$ cat config.mk
export PLATFORM = sky130hd
export DESIGN_NAME = pss_device_flat
export DESIGN_NICKNAME = d
export VERILOG_FILES = /design/src/pss_pkg.sv /design/src/pss_if.sv /design/src/pss_device.sv /design/src/flat_wrapper.sv
export SDC_FILE = /design/constraint.sdc
export NUM_CORES = 1
export LEC_CHECK = 0
export ABC_AREA = 1
export ABC_CLOCK_PERIOD_IN_PS = 1300
export BUFFER_PORTS_ARGS = -buffer_cell sky130_fd_sc_hd__buf_2
export CAP_MARGIN = 10
export CORE_ASPECT_RATIO = 1.25
export CORE_MARGIN = 2
export CORE_UTILIZATION = 51
export DETAILED_ROUTE_END_ITERATION = 10
export GPL_TIMING_DRIVEN = 1
export PLACE_DENSITY = 0.83
export SETUP_SLACK_MARGIN = 0.02
export SYNTH_ARGS = -nofsm -noshare
export SYNTH_HDL_FRONTEND = slang
export SYNTH_SLANG_ARGS = --single-unit
export TNS_END_PERCENT = 5
$ cat constraint.sdc
create_clock -name i_core_clk -period 1.3 [get_ports i_core_clk]
set_input_delay 0.065 -clock i_core_clk [delete_from_list [all_inputs] [get_ports i_core_clk]]
set_output_delay 0.065 -clock i_core_clk [all_outputs]
set_load 0.005 [all_outputs]
$ cat src/pss_pkg.sv
package pss_pkg;
  localparam int unsigned CORE_CLK_MHZ      = 200;
  localparam int unsigned XO_SETTLE_MS      = 5;
  localparam int unsigned XO_SETTLE_CYCLES  = XO_SETTLE_MS * 1000 * CORE_CLK_MHZ;
  localparam int unsigned STEP_GAP_CYCLES   = 1;
  localparam int unsigned CNT_W             = 32;
  localparam int unsigned PIN_W             = 8;
  localparam logic [PIN_W-1:0] PIN_RST_VAL  = 8'h00;

  typedef enum logic [5:0]
  {
    PSS_POWER_DOWN          = 6'h01,
    PSS_IDLE_ON             = 6'h02,
    PSS_WLAN_TX_STATE       = 6'h04,
    PSS_WLAN_RX_STATE       = 6'h08,
    PSS_SHORT_RADIO_TX_STATE = 6'h10,
    PSS_SHORT_RADIO_RX_STATE = 6'h20
  } pss_dev_state_t;

  typedef enum logic [2:0]
  {
    PSS_PIN_OFF     = 3'h1,
    PSS_PIN_RESET   = 3'h2,
    PSS_PIN_DEFAULT = 3'h4
  } pss_pin_phase_t;

  typedef enum logic [7:0]
  {
    PSS_SQ_OFF      = 8'h01,
    PSS_SQ_BAT_ON   = 8'h02,
    PSS_SQ_IO_ON    = 8'h04,
    PSS_SQ_EN_HIGH  = 8'h08,
    PSS_SQ_WAIT_XO  = 8'h10,
    PSS_SQ_RUN      = 8'h20,
    PSS_SQ_DOWN_IO  = 8'h40,
    PSS_SQ_DOWN_BAT = 8'h80
  } pss_seq_state_t;
endpackage

$ cat src/pss_if.sv
`timescale 1ns/100ps
interface pss_if;
  logic bat_supply;
  logic io_supply;
  logic core_en;
  logic hard_reset_low;

  modport dev
  (
    input bat_supply,
    input io_supply,
    input core_en,
    input hard_reset_low
  );
  modport ctl
  (
    output bat_supply,
    output io_supply,
    output core_en,
    output hard_reset_low
  );
endinterface

$ cat src/pss_device.sv
`timescale 1ns/100ps
// Overview of operation
// Track six states, radios, idle, power-down.
// On states need io supply and enable.
// Host switches on/off only by enable.
// Enable high turns on core converter.
// Enable never rises before io supply.
// Reset held 5 ms after enable rise.
// Enable and reset always driven defined.
// Enable and reset drop by io fall.
// Io supply stays until reset low.
// Io after battery up, before battery down.
// Power-down keeps core supply off; code reports PSS_POWER_DOWN with core supply on while reset is held.
// Io off, enable low: fully unpowered.
// Driving pins when low-power needs io on.
// In reset: hi-z, inputs off, pulls on.
// Unprogrammed: hi-z, inputs on, pulls on.
// Programmed: per-pin driver and pull control.
// Programmed: input buffer opposite of driver.
// Up: supplies, enable, wait, reset; down reversed.
module pss_device
  import pss_pkg::*;
(
  input  wire logic                      i_core_clk,
  input  wire logic                      i_rst_n,
  pss_if.dev                             link,
  input  wire logic                      i_fw_cfg_done,
  input  wire logic [pss_pkg::PIN_W-1:0] i_fw_out_en,
  input  wire logic [pss_pkg::PIN_W-1:0] i_fw_pull_en,
  input  wire logic                      i_wlan_tx,
  input  wire logic                      i_wlan_rx,
  input  wire logic                      i_sr_tx,
  input  wire logic                      i_sr_rx,
  output logic                           o_core_supply_on,
  output logic                           o_core_rst_n,
  output pss_pkg::pss_dev_state_t        o_dev_state,
  output pss_pkg::pss_pin_phase_t        o_pin_phase,
  output logic [pss_pkg::PIN_W-1:0]      o_pin_out_en,
  output logic [pss_pkg::PIN_W-1:0]      o_pin_in_en,
  output logic [pss_pkg::PIN_W-1:0]      o_pin_pull_en
);
  import pss_pkg::*;

  logic [3:0]       pin_raw;
  wire  [3:0]       pin_sync;
  wire  [PIN_W-1:0] pin_out_w;
  wire  [PIN_W-1:0] pin_in_w;
  wire  [PIN_W-1:0] pin_pull_w;
  logic             io_on;
  logic             en_on;
  logic             rst_hi;
  logic             cfg_q;
  logic             powered;

  // Link pins, battery first
  assign pin_raw = {link.bat_supply, link.io_supply, link.core_en, link.hard_reset_low};

  // Two-stage synchroniser per link pin
  for (genvar s = 0; s < $bits(pin_raw); s++)
  begin : g_sync
    logic meta_q;
    logic stab_q;

    always_ff @(posedge i_core_clk or negedge i_rst_n)
    begin
      if (!i_rst_n)
      begin
        meta_q <= 1'b0;
        stab_q <= 1'b0;
      end
      else
      begin
        meta_q <= pin_raw[s];
        stab_q <= meta_q;
      end
    end

    assign pin_sync[s] = stab_q;
  end

  assign io_on   = pin_sync[2] & pin_sync[3];
  assign en_on   = pin_sync[1];
  assign rst_hi  = pin_sync[0];
  assign powered = io_on & en_on;

  // Converter enable follows enable pin only while io and battery supply are up
  always_ff @(posedge i_core_clk or negedge i_rst_n)
  begin
    if (!i_rst_n)
      o_core_supply_on <= 1'b0;
    else
      o_core_supply_on <= powered;
  end

  // Core reset released only while powered
  always_ff @(posedge i_core_clk or negedge i_rst_n)
  begin
    if (!i_rst_n)
      o_core_rst_n <= 1'b0;
    else
      o_core_rst_n <= powered & rst_hi;
  end

  // Firmware configured flag
  always_ff @(posedge i_core_clk or negedge i_rst_n)
  begin
    if (!i_rst_n)
      cfg_q <= 1'b0;
    else if (!(powered & rst_hi))
      cfg_q <= 1'b0;
    else if (i_fw_cfg_done)
      cfg_q <= 1'b1;
  end

  // Device state
  always_ff @(posedge i_core_clk or negedge i_rst_n)
  begin
    if (!i_rst_n)
      o_dev_state <= PSS_POWER_DOWN;
    else if (!(powered & rst_hi))
      o_dev_state <= PSS_POWER_DOWN;
    else if (i_wlan_tx)
      o_dev_state <= PSS_WLAN_TX_STATE;
    else if (i_wlan_rx)
      o_dev_state <= PSS_WLAN_RX_STATE;
    else if (i_sr_tx)
      o_dev_state <= PSS_SHORT_RADIO_TX_STATE;
    else if (i_sr_rx)
      o_dev_state <= PSS_SHORT_RADIO_RX_STATE;
    else
      o_dev_state <= PSS_IDLE_ON;
  end

  // Pin phase
  always_ff @(posedge i_core_clk or negedge i_rst_n)
  begin
    if (!i_rst_n)
      o_pin_phase <= PSS_PIN_OFF;
    else if (!powered)
      o_pin_phase <= PSS_PIN_OFF;
    else if (!rst_hi)
      o_pin_phase <= PSS_PIN_RESET;
    else
      o_pin_phase <= PSS_PIN_DEFAULT;
  end

  // Per-pin driver, input buffer and pull
  for (genvar g = 0; g < PIN_W; g++)
  begin : g_pin
    logic out_q;
    logic in_q;
    logic pull_q;

    always_ff @(posedge i_core_clk or negedge i_rst_n)
    begin
      if (!i_rst_n)
      begin
        out_q  <= PIN_RST_VAL[g];
        in_q   <= PIN_RST_VAL[g];
        pull_q <= PIN_RST_VAL[g];
      end
      else if (!powered)
      begin
        out_q  <= 1'b0;
        in_q   <= 1'b0;
        pull_q <= 1'b0;
      end
      else if (!rst_hi)
      begin
        out_q  <= 1'b0;
        in_q   <= 1'b0;
        pull_q <= 1'b1;
      end
      else if (!cfg_q)
      begin
        out_q  <= 1'b0;
        in_q   <= 1'b1;
        pull_q <= 1'b1;
      end
      else
      begin
        out_q  <= i_fw_out_en[g];
        in_q   <= !i_fw_out_en[g];
        pull_q <= i_fw_pull_en[g];
      end
    end

    assign pin_out_w[g]  = out_q;
    assign pin_in_w[g]   = in_q;
    assign pin_pull_w[g] = pull_q;
  end

  // Pin controls straight from the per-pin flops
  assign o_pin_out_en  = pin_out_w;
  assign o_pin_in_en   = pin_in_w;
  assign o_pin_pull_en = pin_pull_w;
endmodule

$ cat src/flat_wrapper.sv
// flat-port wrapper written by rule: the top's interface ports become plain ports
module pss_device_flat import pss_pkg::*;
  (i_core_clk, i_rst_n, i_fw_cfg_done, i_fw_out_en, i_fw_pull_en, i_wlan_tx, i_wlan_rx, i_sr_tx, i_sr_rx, o_core_supply_on, o_core_rst_n, o_dev_state, o_pin_phase, o_pin_out_en, o_pin_in_en, o_pin_pull_en, link_bat_supply, link_io_supply, link_core_en, link_hard_reset_low);
  pss_if link_i ();
  input  wire logic i_core_clk;
  input  wire logic i_rst_n;
  input  wire logic i_fw_cfg_done;
  input  wire logic [pss_pkg::PIN_W-1:0] i_fw_out_en;
  input  wire logic [pss_pkg::PIN_W-1:0] i_fw_pull_en;
  input  wire logic i_wlan_tx;
  input  wire logic i_wlan_rx;
  input  wire logic i_sr_tx;
  input  wire logic i_sr_rx;
  output logic o_core_supply_on;
  output logic o_core_rst_n;
  output pss_pkg::pss_dev_state_t o_dev_state;
  output pss_pkg::pss_pin_phase_t o_pin_phase;
  output logic [pss_pkg::PIN_W-1:0] o_pin_out_en;
  output logic [pss_pkg::PIN_W-1:0] o_pin_in_en;
  output logic [pss_pkg::PIN_W-1:0] o_pin_pull_en;
  input wire logic [$bits(link_i.bat_supply)-1:0] link_bat_supply;
  input wire logic [$bits(link_i.io_supply)-1:0] link_io_supply;
  input wire logic [$bits(link_i.core_en)-1:0] link_core_en;
  input wire logic [$bits(link_i.hard_reset_low)-1:0] link_hard_reset_low;
  assign link_i.bat_supply = link_bat_supply;
  assign link_i.io_supply = link_io_supply;
  assign link_i.core_en = link_core_en;
  assign link_i.hard_reset_low = link_hard_reset_low;
  pss_device u_core (.i_core_clk(i_core_clk), .i_rst_n(i_rst_n), .link(link_i), .i_fw_cfg_done(i_fw_cfg_done), .i_fw_out_en(i_fw_out_en), .i_fw_pull_en(i_fw_pull_en), .i_wlan_tx(i_wlan_tx), .i_wlan_rx(i_wlan_rx), .i_sr_tx(i_sr_tx), .i_sr_rx(i_sr_rx), .o_core_supply_on(o_core_supply_on), .o_core_rst_n(o_core_rst_n), .o_dev_state(o_dev_state), .o_pin_phase(o_pin_phase), .o_pin_out_en(o_pin_out_en), .o_pin_in_en(o_pin_in_en), .o_pin_pull_en(o_pin_pull_en));
endmodule
**Word-level counts from Yosys, hierarchy flattened**

Cells that the tools add are included.

- Output and inout port bits: 35
- Flip-flop bits (word level): 44

- Reduce and logical (&&, ||, !) cells: 8
- Equal/unequal tests: 1
- Muxes and demuxes: 81
- Bitwise operators: 3

Operators with widths:

| operator | count |
|---|---|
| 2-to-1 mux 1 bit | 74 |
| 2-to-1 mux 6 bit | 5 |
| zero test 1 bit | 8 |
| 2-to-1 mux 3 bit | 2 |
| bitwise AND 1 bit | 3 |
| != test 2 bit, second input constant | 1 |

**Depth between registers and ports, before layout**

- Depth in word-level cells: 5
- Depth in mapped cells: 4
- Depth with buffers taken out: 3

**Least setup slack after synthesis**

No wires, ideal clock.

- Kind: reg-to-reg
- Start: register u_core.g_sync[2].stab_q
- End: register u_core.o_core_rst_n
- Setup slack: 427 ps
- Stages on the path, launching flop included: 4
- Arrival time: 756 ps
- Clock period less this slack: 873 ps
- Setup time: 118 ps
- Cells stage by stage: dfrtp_1 > nand4_4 > buf_6 > inv_1

- Cells in the longest elaborated chain, start to end: 3

RTL lines:

| element | RTL line | text |
|---|---|---|
| start, declared | pss_device.sv:62 | `logic stab_q;` |
| start signal, assigned | pss_device.sv:74 | `stab_q <= meta_q;` |
| bitwise AND 1 bit | pss_device.sv:81 | `assign io_on = pin_sync[2] & pin_sync[3];` |
| bitwise AND 1 bit | pss_device.sv:84 | `assign powered = io_on & en_on;` |
| bitwise AND 1 bit | pss_device.sv:101 | `o_core_rst_n <= powered & rst_hi;` |
| end signal, assigned | pss_device.sv:101 |  |
| end, declared | pss_device.sv:35 | `output logic o_core_rst_n,` |

Every way passes these cells.
A chain may end at the register's enable or synchronous reset.

**Worst setup path after layout**

- Start: register u_core.g_sync[0].stab_q
- End: register u_core.g_pin[4].out_q

- Cells in the longest elaborated chain, start to end: 2

RTL lines:

| element | RTL line | text |
|---|---|---|
| start, declared | pss_device.sv:62 |  |
| start signal, assigned | pss_device.sv:74 |  |
| 2-to-1 mux 1 bit | pss_device.sv:168 | `else if (!rst_hi)` |
| 2-to-1 mux 1 bit | pss_device.sv:162 | `else if (!powered)` |
| end signal, assigned | pss_device.sv:158 | `out_q <= PIN_RST_VAL[g];` |
| end signal, assigned | pss_device.sv:182 | `out_q <= i_fw_out_en[g];` |
| end, declared | pss_device.sv:150 | `logic out_q;` |

Every way passes these cells.

==> results.json <==
{
  "hold_class": "input port to asynchronous set/reset pin",
  "syn-num-nets": 168,
  "worstMarginPinSlew_ns": 0.446,
  "ys_types": 14,
  "slowest_delay_ns": 0.51,
  "tns_ns": 0,
  "drcViolationCount": 0,
  "maxCapViolCount": 0,
  "die_w_um": 54.4,
  "drtAntennaViolNets": 0,
  "synth_edf_count": 0,
  "fin_ws_ns": 0.215,
  "core-area_um2": 2970,
  "synth.area.top_cells": "dfrtp_1 (63%), buf_4 (12%), nor2_1 (7.6%)",
  "dr_wl_met2_mm": 1.58,
  "h-tree-depth": 2,
  "hold_viol_final": 0,
  "outcome": "completed",
  "syn2layout_area_growth_pct": 28.7,
  "setup_viol": 0,
  "numCtsBuffers": 5,
  "wl_met3_um": 202,
  "skew_ns": 0.0126,
  "synth_top_family_by_area": "simple AND/OR/NAND/NOR gates",
  "critPathKind": "flip-flop to flip-flop",
  "io-pin-count": 62,
  "netlist_instances": 141,
  "synth_compound_area_share_pct": 0,
  "slew_violations": 0,
  "start_kind": "flip-flop",
  "drtIter0Drc": 16,
  "start_util_pct": 54.5,
  "ys_seq_area_share_pct": 66.5,
  "cp_data_required_time_ns": 1.57,
  "clock_sinks": 43,
  "drive_gt1_share_pct": 39.2,
  "synth-xor-area-share_pct": 0,
  "crit_slowest_cell": "dfrtp_1",
  "crit_fanout": 16,
  "peakVddDrop_mv": 0.897,
  "syn-cell-area_um2": 1620,
  "drt-met1-wl_mm": 1.03,
  "whs_ns": 0.174,
  "dpl.hpwl_mm": 1.99,
  "synthTopCellsByCount": "dfrtp_1 (41), nor2_1 (33), buf_4 (26)",
  "arrival_ns": 1.36,
  "ys_seq_elements": 43,
  "yosysTopAreaCell": "dfrtp_1",
  "yosys.area_share.simple_pct": 18.6,
  "path_buf_inv": 0,
  "wl_mm": 2.87,
  "vias_per_cell": 4.51,
  "cp_cell_sequence": "nand4_4 > nor2_1",
  "highest_layer": "met4",
  "synth_flop_cell": "dfrtp_1",
  "cellLeakagePower_nw": 1.16,
  "grt_pass1_vias": 1095,
  "ctsResizeCount": 0,
  "syn_avg_cell_area_um2": 11.5,
  "antenna_found_initial": 0,
  "finalNonFillerCells": 245,
  "portBuffers": 61,
  "grt_pass1_wl_mm": 4.57,
  "slew_headroom_pct": 70.3,
  "overflow": 0,
  "nets": 235,
  "die_area_um2": 3650,
  "synth_top_area_share_pct": 63.3,
  "dp_cells": 211,
  "clock_latency_ns": 0.35,
  "yosysMostFrequentCell": "dfrtp_1",
  "crit_family": "flip-flops",
  "die_h_um": 67.0,
  "post_drt_wl_per_cell_um": 11.7,
  "synthMuxAreaShare_pct": 0,
  "grt_use_total_pct": 18.4,
  "min_period_ns": 1.09,
  "clockRootBuffer": "clkbuf_4",
  "grt_max_degree": 25,
  "async_reset_ff_share_pct": 100,
  "dpl_worst_slack_ns": 0.240,
  "num_vias": 1106,
  "clk_pin_slew_worst_paths_ns": 0.11,
  "n_antenna_cell": 0,
  "rows": 22,
  "end_kind": "flip-flop",
  "place_congestion": 0.704,
  "fmax_ghz": 0.921,
  "clockBufferDepth": 2,
  "synth_fa_ha_area_share_pct": 0,
  "tritoncts": "built",
  "p_per_area_nw_per_um2": 1050,
  "finalCritPeriodShare_pct": 83.5,
  "rsz0062_at_grt": "no",
  "drtPass1Iterations": 4,
  "yosys_warnings": 0
}
## state kept, by name, indices dropped and copies added (netlist names)
register / flops
u_core.g_pin.out_q: 8
u_core.o_dev_state: 6
u_core.g_pin.in_q: 8
u_core.cfg_q: 1
u_core.o_pin_phase: 2
u_core.g_sync.stab_q: 3
u_core.en_on: 1
u_core.g_pin.pull_q: 8
u_core.o_core_rst_n: 1
u_core.g_sync.meta_q: 4
u_core.o_core_supply_on: 1
## metrics by stage
| step | total power, mW | utilization [%] | instance area (µm²) |
|---|---|---|---|
| after floorplan | 1.49 | - | 1620 |
| after global routing | 2.31 | 70.2 | 2090 |
| final | 2.19 | 70.2 | 2090 |
| after detailed placement | 1.57 | 59.8 | 1780 |
| after CTS | 2.20 | 70.2 | 2090 |
| after global placement | 1.56 | 59.8 | 1780 |
## kinds of logic (layout without fill, tap and decap cells)
group	count (synthesis)	in the layout
DFF	43	43
buffers and inverters	34	102
and+or+nand+nor	64	64
## metal layers
metal | track usage, % | up-vias
met3 | 6.05 | 7
met4 | 9.06 | 0
met5 | 0 | -
met2 | 31.6 | 43
li1 | - | 532
met1 | 19.6 | 524
## power breakdown
group / switching [mW] / internal, mW / leakage, nW
clock network: 0.385 / 0.211 / 0.0293
registers: 0.0207 / 1.37 / 0.568
logic: 0.0881 / 0.115 / 0.558
total: 0.494 / 1.70 / 1.16
## timing repair
| item | CTS | global route |
|---|---|---|
| endpoints found under the setup margin | 0 | 1 |
| setup buffers | 0 | 0 |
| hold buffers | 26 | 1 |
| endpoints found under the hold margin | 48 | 1 |
## path summary, 6_finish.rpt
kind                                              startpoint                           endpoint  slack [ns]  depth (start not counted)
max                        u_core.g_sync[0].stab_q$_DFF_PN0_    u_core.g_pin[4].out_q$_DFF_PN0_        0.21                          2
min                                                  i_rst_n     u_core.g_pin[5].in_q$_DFF_PN0_        0.17                          2
max reg2reg                u_core.g_sync[0].stab_q$_DFF_PN0_    u_core.g_pin[4].out_q$_DFF_PN0_        0.21                          2
min reg2reg                u_core.g_sync[1].meta_q$_DFF_PN0_             u_core.en_on$_DFF_PN0_        0.36                          0
max in group asynchronous                            i_rst_n  u_core.g_sync[2].stab_q$_DFF_PN0_        0.65                          3
min in group i_core_clk                         link_core_en  u_core.g_sync[1].meta_q$_DFF_PN0_        0.36                          2
## final cells by class
| cell class | instances | area (µm²) |
|---|---|---|
| clock inverter | 1 | 5.00 |
| fill | 220 | 886 |
| timing repair buffer | 89 | 593 |
| clock buffer | 7 | 45.0 |
| sequential | 43 | 1080 |
| tap | 36 | 45.0 |
| multi-input combinational | 64 | 302 |
| inverter | 5 | 18.8 |
## cell usage in the layout (no fill, tap or decap)
master	netlist	routed
nand4_4	1	1
nand3_1	2	2
nor2_1	33	33
dfstp_2	2	2
buf_2	1	61
buf_4	26	1
nor2_4	1	1
nor2_2	7	7
inv_1	5	5
buf_12	0	1
clkbuf_4	0	5
clkinv_2	0	1
nand2_1	18	18
nand2_2	1	1
dfrtp_1	41	41
nand3_4	1	1
dlygate4sd3_1	0	26
clkbuf_1	0	2
(Power assumes the default switching activity.)
